$ cat src/verilog/link_sideband_map.svh
// constants for the link sideband status logic
// assumes a 25 MHz core clock
`ifndef LINK_SIDEBAND_MAP_SVH
`define LINK_SIDEBAND_MAP_SVH
`define CLK_HZ 25000000
`define BLINK_HALF_MS 250
`define BLINK_HALF_CYC ((`CLK_HZ / 1000) * `BLINK_HALF_MS)
`define POR_US 10
`define POR_CYC ((`CLK_HZ / 1000000) * `POR_US)
`define IDLE_MS 100
`define IDLE_CYC ((`CLK_HZ / 1000) * `IDLE_MS)
`define CNT_W 24
`endif

$ cat src/verilog/link_sideband_pkg.sv
// types for the link sideband status logic
// shared by the main block, its checker and the testbench
package link_sideband_pkg;
    typedef enum logic [5:0] {
        ST_RESET    = 6'b000001,
        ST_SEARCH   = 6'b000010,
        ST_FULL     = 6'b000100,
        ST_DETACHED = 6'b001000,
        ST_LOW_POW  = 6'b010000,
        ST_IDLE     = 6'b100000
    } link_state_e;
endpackage

$ cat src/verilog/blink_timer.sv
// free running blink generator, square wave of configurable half period
// assumes one clock; restarts while clear is high
`timescale 1ns/100ps
module blink_timer #(
    parameter int HALF_CYC = 1000
) (
    input wire logic clk, // core clock
    input wire logic rst_n, // sync reset, active low
    input wire logic clear, // hold blink low and restart
    output logic blink // square wave
);
    localparam int W = $clog2(HALF_CYC) + 1;
    logic [W-1:0] cnt_q;
    logic [W-1:0] cnt_d;
    logic blink_q;
    logic blink_d;

    always_comb
    begin
        cnt_d = cnt_q + 1'b1;
        blink_d = blink_q;
        if (clear)
        begin
            cnt_d = '0;
            blink_d = 1'b0;
        end
        else if (cnt_q == W'(HALF_CYC - 1))
        begin
            cnt_d = '0;
            blink_d = ~blink_q;
        end
    end

    always_ff @(posedge clk)
    begin
        if (!rst_n)
        begin
            cnt_q <= '0;
            blink_q <= 1'b0;
        end
        else
        begin
            cnt_q <= cnt_d;
            blink_q <= blink_d;
        end
    end

    assign blink = blink_q;
endmodule // blink_timer

$ cat src/verilog/link_sideband.sv
// link state, indicator, mirror and power-sense forwarding of one transceiver end
// assumes pins are asynchronous; peer levels arrive already on this clock
//
// Functional notes
// - indicator stays low while powered down or held in reset
// - indicator blinks while searching for a peer
// - indicator steadily high once the link is established
// - mirror output low when no link exists
// - mirror output follows peer mirror input only in full speed state
// - mirror output blinks in the detached state
// - wake request forces full speed and blocks low power and idle states
// - standby hold input keeps the device in standby
// - internal power-on delay holds the reset state for POR_CYC cycles after external reset release
// - power states sequence automatically without host control
// - radio transmission off while in reset state
// - low power states track bus link suspend power profiles
// - upstream power sense forwarded; downstream side drives power enable
// - link only with complementary parity partner
`timescale 1ns/100ps
`include "link_sideband_map.svh"
module link_sideband #(
    parameter int BLINK_HALF_CYC = `BLINK_HALF_CYC,
    parameter int POR_CYC = `POR_CYC,
    parameter int IDLE_CYC = `IDLE_CYC
) (
    input wire logic clk, // core clock
    input wire logic rst_n, // sync reset, active low
    input wire logic standby_hold, // standby pin, high holds standby
    input wire logic remote_mirror_input, // local mirror pin, async
    input wire logic wake_request, // wake pin, async, active high
    input wire logic upstream_power_sense, // upstream bus power pin, async
    input wire logic own_parity, // strap: part parity, 0 even 1 odd
    input wire logic downstream_facing, // strap: this end faces downstream
    input wire logic peer_present, // radio sees a peer
    input wire logic peer_parity, // parity reported by peer
    input wire logic peer_mirror, // peer mirror level over the link
    input wire logic peer_power_sense, // peer upstream power over the link
    input wire logic link_traffic, // data moved this cycle
    input wire logic bus_suspend, // bus entered a suspend profile
    output link_sideband_pkg::link_state_e link_state, // power/link state
    output logic link_indicator_output, // indicator pin
    output logic remote_mirror_output, // mirror pin
    output logic downstream_power_enable, // downstream power switch
    output logic tx_mirror, // mirror level to send to peer
    output logic tx_power_sense, // power sense to send to peer
    output logic radio_enable // radio transmit allowed
);
    import link_sideband_pkg::*;

    // two-stage synchronisers for pins
    logic [3:0] pin_raw;
    logic [3:0] meta_q;
    logic [3:0] sync_q;
    assign pin_raw = {standby_hold, remote_mirror_input, wake_request, upstream_power_sense};
    genvar gi;
    generate
        for (gi = 0; gi < 4; gi++)
        begin : g_sync
            always_ff @(posedge clk)
            begin
                if (!rst_n)
                begin
                    meta_q[gi] <= 1'b0;
                    sync_q[gi] <= 1'b0;
                end
                else
                begin
                    meta_q[gi] <= pin_raw[gi];
                    sync_q[gi] <= meta_q[gi];
                end
            end
        end
    endgenerate
    logic hold_s;
    logic mirror_s;
    logic wake_s;
    logic power_s;
    assign hold_s = sync_q[3];
    assign mirror_s = sync_q[2];
    assign wake_s = sync_q[1];
    assign power_s = sync_q[0];

    // power-on reset: counts up after release, cleared only by the external rst_n
    logic por_done_q;
    logic por_done_d;
    logic [`CNT_W-1:0] por_cnt_q;
    logic [`CNT_W-1:0] por_cnt_d;
    logic [`CNT_W-1:0] idle_cnt_q;
    logic [`CNT_W-1:0] idle_cnt_d;
    link_state_e state_q;
    link_state_e state_d;
    logic partner_ok;
    logic in_reset;

    always_comb
    begin
        por_cnt_d = por_cnt_q;
        por_done_d = por_done_q;
        if (!por_done_q)
        begin
            if (por_cnt_q == `CNT_W'(POR_CYC - 1))
                por_done_d = 1'b1;
            else
                por_cnt_d = por_cnt_q + 1'b1;
        end
    end

    always_ff @(posedge clk)
    begin
        if (!rst_n)
        begin
            por_cnt_q <= '0;
            por_done_q <= 1'b0;
        end
        else
        begin
            por_cnt_q <= por_cnt_d;
            por_done_q <= por_done_d;
        end
    end

    assign in_reset = !por_done_q || hold_s;
    assign partner_ok = peer_present && (peer_parity != own_parity);

    // autonomous power sequencing
    always_comb
    begin
        state_d = state_q;
        idle_cnt_d = idle_cnt_q;
        if (in_reset)
        begin
            state_d = ST_RESET;
            idle_cnt_d = '0;
        end
        else
        begin
            unique case (state_q)
                ST_RESET:
                    state_d = ST_SEARCH;
                ST_SEARCH:
                    if (partner_ok)
                    begin
                        state_d = ST_FULL;
                        idle_cnt_d = '0;
                    end
                ST_FULL:
                begin
                    if (link_traffic || wake_s)
                        idle_cnt_d = '0;
                    else if (idle_cnt_q != `CNT_W'(IDLE_CYC - 1))
                        idle_cnt_d = idle_cnt_q + 1'b1;
                    if (!partner_ok)
                        state_d = ST_SEARCH;
                    else if (wake_s)
                        state_d = ST_FULL;
                    else if (bus_suspend)
                        state_d = ST_LOW_POW;
                    else if (idle_cnt_q == `CNT_W'(IDLE_CYC - 1))
                        state_d = ST_DETACHED;
                end
                ST_DETACHED:
                    if (!partner_ok)
                        state_d = ST_SEARCH;
                    else if (wake_s || link_traffic)
                    begin
                        state_d = ST_FULL;
                        idle_cnt_d = '0;
                    end
                    else if (bus_suspend)
                        state_d = ST_IDLE;
                ST_LOW_POW, ST_IDLE:
                    if (!partner_ok)
                        state_d = ST_SEARCH;
                    else if (wake_s || !bus_suspend || link_traffic)
                    begin
                        state_d = ST_FULL;
                        idle_cnt_d = '0;
                    end
                default:
                    state_d = ST_RESET;
            endcase
        end
    end

    always_ff @(posedge clk)
    begin
        if (!rst_n)
        begin
            state_q <= ST_RESET;
            idle_cnt_q <= '0;
        end
        else
        begin
            state_q <= state_d;
            idle_cnt_q <= idle_cnt_d;
        end
    end

    // one timer serves both outputs; they never blink at once
    logic blink;
    blink_timer #(
        .HALF_CYC(BLINK_HALF_CYC)
    ) u_blink (
        .clk(clk),
        .rst_n(rst_n),
        .clear(state_q == ST_RESET),
        .blink(blink)
    );

    // registered outputs
    logic led_d;
    logic led_q;
    logic mir_d;
    logic mir_q;
    logic den_d;
    logic den_q;
    logic radio_d;
    logic radio_q;
    logic txm_q;
    logic txp_q;

    always_comb
    begin
        led_d = 1'b0;
        mir_d = 1'b0;
        den_d = 1'b0;
        radio_d = 1'b0;
        unique case (state_d)
            ST_RESET:
                led_d = 1'b0;
            ST_SEARCH:
            begin
                led_d = blink;
                radio_d = 1'b1;
            end
            ST_FULL:
            begin
                led_d = 1'b1;
                mir_d = peer_mirror;
                radio_d = 1'b1;
            end
            ST_DETACHED:
            begin
                led_d = 1'b1;
                mir_d = blink;
                radio_d = 1'b1;
            end
            ST_LOW_POW, ST_IDLE:
            begin
                led_d = 1'b1;
                radio_d = 1'b1;
            end
            default:
                led_d = 1'b0;
        endcase
        // enumeration waits for link, so gate on link states only
        if (downstream_facing && state_d != ST_RESET && state_d != ST_SEARCH)
            den_d = peer_power_sense;
    end

    always_ff @(posedge clk)
    begin
        if (!rst_n)
        begin
            led_q <= 1'b0;
            mir_q <= 1'b0;
            den_q <= 1'b0;
            radio_q <= 1'b0;
            txm_q <= 1'b0;
            txp_q <= 1'b0;
        end
        else
        begin
            led_q <= led_d;
            mir_q <= mir_d;
            den_q <= den_d;
            radio_q <= radio_d;
            txm_q <= mirror_s;
            txp_q <= power_s && !downstream_facing;
        end
    end

    assign link_state = state_q;
    assign link_indicator_output = led_q;
    assign remote_mirror_output = mir_q;
    assign downstream_power_enable = den_q;
    assign radio_enable = radio_q;
    assign tx_mirror = txm_q;
    assign tx_power_sense = txp_q;
endmodule // link_sideband

$ cat config.mk
export PLATFORM = sky130hd
export DESIGN_NAME = link_sideband
export DESIGN_NICKNAME = d
export VERILOG_FILES = /design/src/verilog/link_sideband_pkg.sv /design/src/verilog/blink_timer.sv /design/src/verilog/link_sideband.sv
export VERILOG_INCLUDE_DIRS = /design/src /design/src/verilog
export SDC_FILE = /design/constraint.sdc
export NUM_CORES = 1
export LEC_CHECK = 0
export ABC_AREA = 1
export ABC_CLOCK_PERIOD_IN_PS = 2500
export BUFFER_PORTS_ARGS = -buffer_cell sky130_fd_sc_hd__buf_2
export CAP_MARGIN = 40
export CORE_MARGIN = 2
export CORE_UTILIZATION = 38
export DETAILED_ROUTE_END_ITERATION = 10
export PLACE_DENSITY_LB_ADDON = 0.25
export SETUP_SLACK_MARGIN = 0.15
export SLEW_MARGIN = 20
export SYNTH_ARGS = -nofsm -noshare
export SYNTH_HDL_FRONTEND = slang
export SYNTH_SLANG_ARGS = --single-unit
$ cat constraint.sdc
create_clock -name clk -period 2.5 [get_ports clk]
set_clock_uncertainty 0.2 [all_clocks]
set_input_delay 0.375 -clock clk [delete_from_list [all_inputs] [get_ports clk]]
set_output_delay 0.375 -clock clk [all_outputs]
set_load 0.01 [all_outputs]
==> impl_metrics.toml <==
[synth]
synthSimpleGateAreaFrac_pct = 41.2
netlist.top_cell.by_area = "dfxtp_1"
synth_fp_nets = 833
synth_mux_area_share_pct = 0
synth_adder_area_share_pct = 0.954
syn_area_mm2 = 0.00525
synth_top_family_by_area = "simple AND/OR/NAND/NOR gates"
synth_top_area_share_pct = 35.9
yosys-top-cells-area = "dfxtp_1 36%, nand2_1 16%, nor2_1 8.7%, inv_1 6.6%, nand3_1 5.8%"
synth_xor_area_share_pct = 5.01
ys_seq_area_share_pct = 35.9
yosys_most_used_dff = "dfxtp_1"
syn_avg_cell_area_um2 = 6.44
synthArstFlopShare_pct = 0
synth-seq-cells = 94
yosys_warnings = 0
yosys.cell_types.count = 40
netlist_instances = 815
synth_edf_count = 0
synth_compound_area_share_pct = 7.87

[clock_network]
cts_sinks = 94
cts-buffers-inserted = 9
cts-root-buf = "clkbuf_16"
h-tree-depth = 3
clk_pin_slew_worst_paths_ns = 0.07
cts_tree = "done"
insertion_delay_ns = 0.36
cts.path.max_buffers = 2

[timing]
slew_violations = 0
final_hold_viol_count = 0
grt_setup_unrepaired = "true"
tightest_slew_ns = 0.473
fmax_ghz = 0.463
finalSetupTns_ns = 0
fin_crit_sh_pct = 86.5
setup_violations = 0
post-route-min-period_ns = 2.16
max-slew-margin-rel_pct = 68.1

[drt]
wl_per_cell_um = 12.7
antenna_left = 0
drc = 0
drtPass1Iterations = 5
drt-initial-drc-count = 387
vias = 5066
vias_per_cell = 4.93
wirelength_um = 13000

[pwr]
finalPower_mw = 3.13
ir_drop_mv = 0.401
powerDensity_mw_per_mm2 = 525
leakagePower_nw = 2.29

[layout]
drive_gt1_share_pct = 9.18
regArea_mm2 = 0.00188
post-route-util_pct = 44.6
area.growth.synth_to_final_pct = 13.4
finish.instance_area_mm2 = 0.00595
multi_input_area_mm2 = 0.00290
fillers = 1439
final_nets = 863

[place]
port_buffers = 25
gp_congestion = 0.952
dpl-instance-area_mm2 = 0.00555
dpl.hpwl_um = 9460

[critical_path]
path_class = "reg2reg"
critPathBufInv = 1
cp_data_required_time_ns = 2.53
worstPathCellList = "ha_1, nand2_1, nor2_2, nand4_1, buf_4, nor4_1, xor2_1, nor2_1"
critPathSlowestCell = "dfxtp_1"
start_kind = "flip-flop"
arrival_ns = 2.20
cpPeakStageDelay_ns = 0.40
crit_fanout = 5
endpoint_kind = "flip-flop"
path_delay_family = "simple AND/OR/NAND/NOR gates"

[floorplan]
die_h_um = 122
core_mm2 = 0.0133
dieWidth_um = 122
initial_core_util_pct = 39.3
std_cell_rows = 42
num_io_pins = 26
die_area_mm2 = 0.0148

[job]
max-cap-violations = 0

[global_route]
grt_pass1_wl_um = 21900
grt_max_degree = 28
grt_pass1_vias = 4576
grt_overflow_total = 0
antenna_found_initial = 1
grtUsageTotal_pct = 18.5

[outcome]
status = "finished, final reports clean"

[worst_hold_path]
hold_path_class = "in2reg"
## worst reg2reg max path, cell delays in order (launching register included)
cell and delay [ns]:
dfxtp_1 0.40, ha_1 0.19, nand2_1 0.08, nor2_2 0.15, nand4_1 0.23, buf_4 0.21
nor4_1 0.36, xor2_1 0.18, nor2_1 0.05
## registers in the layout, indices dropped and copies added, names as in the netlist, 4 cells and up
| register | flops |
|---|---|
| u_blink.cnt_q | 24 |
| meta_q | 4 |
| por_cnt_q | 24 |
| idle_cnt_q | 24 |
| link_state | 6 |
## cells by family (layout without fill, tap and decap cells)
kind of cell,after synthesis,in the layout
AOI/OAI and AO/OA,76,76
xor gates and xnor gates,30,30
adders and majority gates,4,4
buffers and inverters,119,154
DFF,94,94
other,0,1
and+or+nand+nor,492,492
## final timing paths
path | from | endpoint | slack [ns] | depth (start not counted)
worst max register to register | u_blink.cnt_q[0]$_SDFF_PP0_ | u_blink.cnt_q[18]$_SDFF_PP0_ | 0.34 | 8
worst min-delay path | peer_mirror | remote_mirror_output$_SDFF_PN0_ | 0.10 | 3
worst min register to register | mirror_s$_SDFF_PN0_ | tx_mirror$_SDFF_PN0_ | 0.21 | 2
worst max-delay path | u_blink.cnt_q[0]$_SDFF_PP0_ | u_blink.cnt_q[18]$_SDFF_PP0_ | 0.34 | 8
## synth_stat cells, types with 3 or more instances
cell type and instances:
nor3b_1 5, nand4_1 33, nand3_1 61, nor2_2 4, inv_1 92, xnor2_1 9, buf_2 6, nor2_4 3
nor3_1 24, a21oi_1 54, nand2_1 224, clkbuf_1 11, inv_2 5, nand2_2 4, nor2_1 122, xor2_1 21
o21ai_0 9, nor4_1 3, ha_1 4, dfxtp_1 94
## cells in the final DEF, fill, tap and decap left out, types with 21 or more instances in the layout
cell,synthesis,final
nand2_1,224,224
nor2_1,122,122
dfxtp_1,94,94
inv_1,92,92
nand3_1,61,61
a21oi_1,54,54
nand4_1,33,33
buf_2,6,25
nor3_1,24,23
xor2_1,21,21
## metrics by stage
step | instances | hold WS, ns | setup slack, ns
detailed placement | 1003 | 0.195 | 0.347
finish | 1027 | 0.102 | 0.338
floorplan | 815 | 0.190 | 0.597
global route | 1026 | 0.113 | 0.142
global placement | 1003 | 0.194 | 0.432
CTS | 1024 | 0.0927 | 0.324
## repair_timing
action | CTS | global route
hold buffers | 5 | 0
endpoints found under the setup margin | 0 | 18
gates resized for setup | 0 | 2
endpoints found under the hold margin | 5 | 0
setup buffers | 0 | 2
## area by class of cell
cell class	instances	area share [%]
well taps	176	3.70
clock inverters	7	1.74
multi-input cells	602	48.7
diodes	1	0.0420
repair buffers	39	4.08
flip-flops and latches	94	31.6
clock buffers	9	3.78
inverters	99	6.37
## report_power, final
| part | total, mW | internal [mW] | switching, mW |
|---|---|---|---|
| clock network | 1.54 | 0.893 | 0.644 |
| registers | 1.51 | 1.51 | 0.00648 |
| logic | 0.0750 | 0.0284 | 0.0466 |
| total | 3.13 | 2.43 | 0.697 |
## layer usage
layer	GRT usage (%)	vias to the layer above	part of all wire, %
li1	-	2672	-
met5	0	-	0
met1	25.5	2285	50
met4	5.53	0	1.3
met2	28.6	95	44
met3	4.79	14	4.4
No activity file was read; power rests on OpenSTA's default activity.
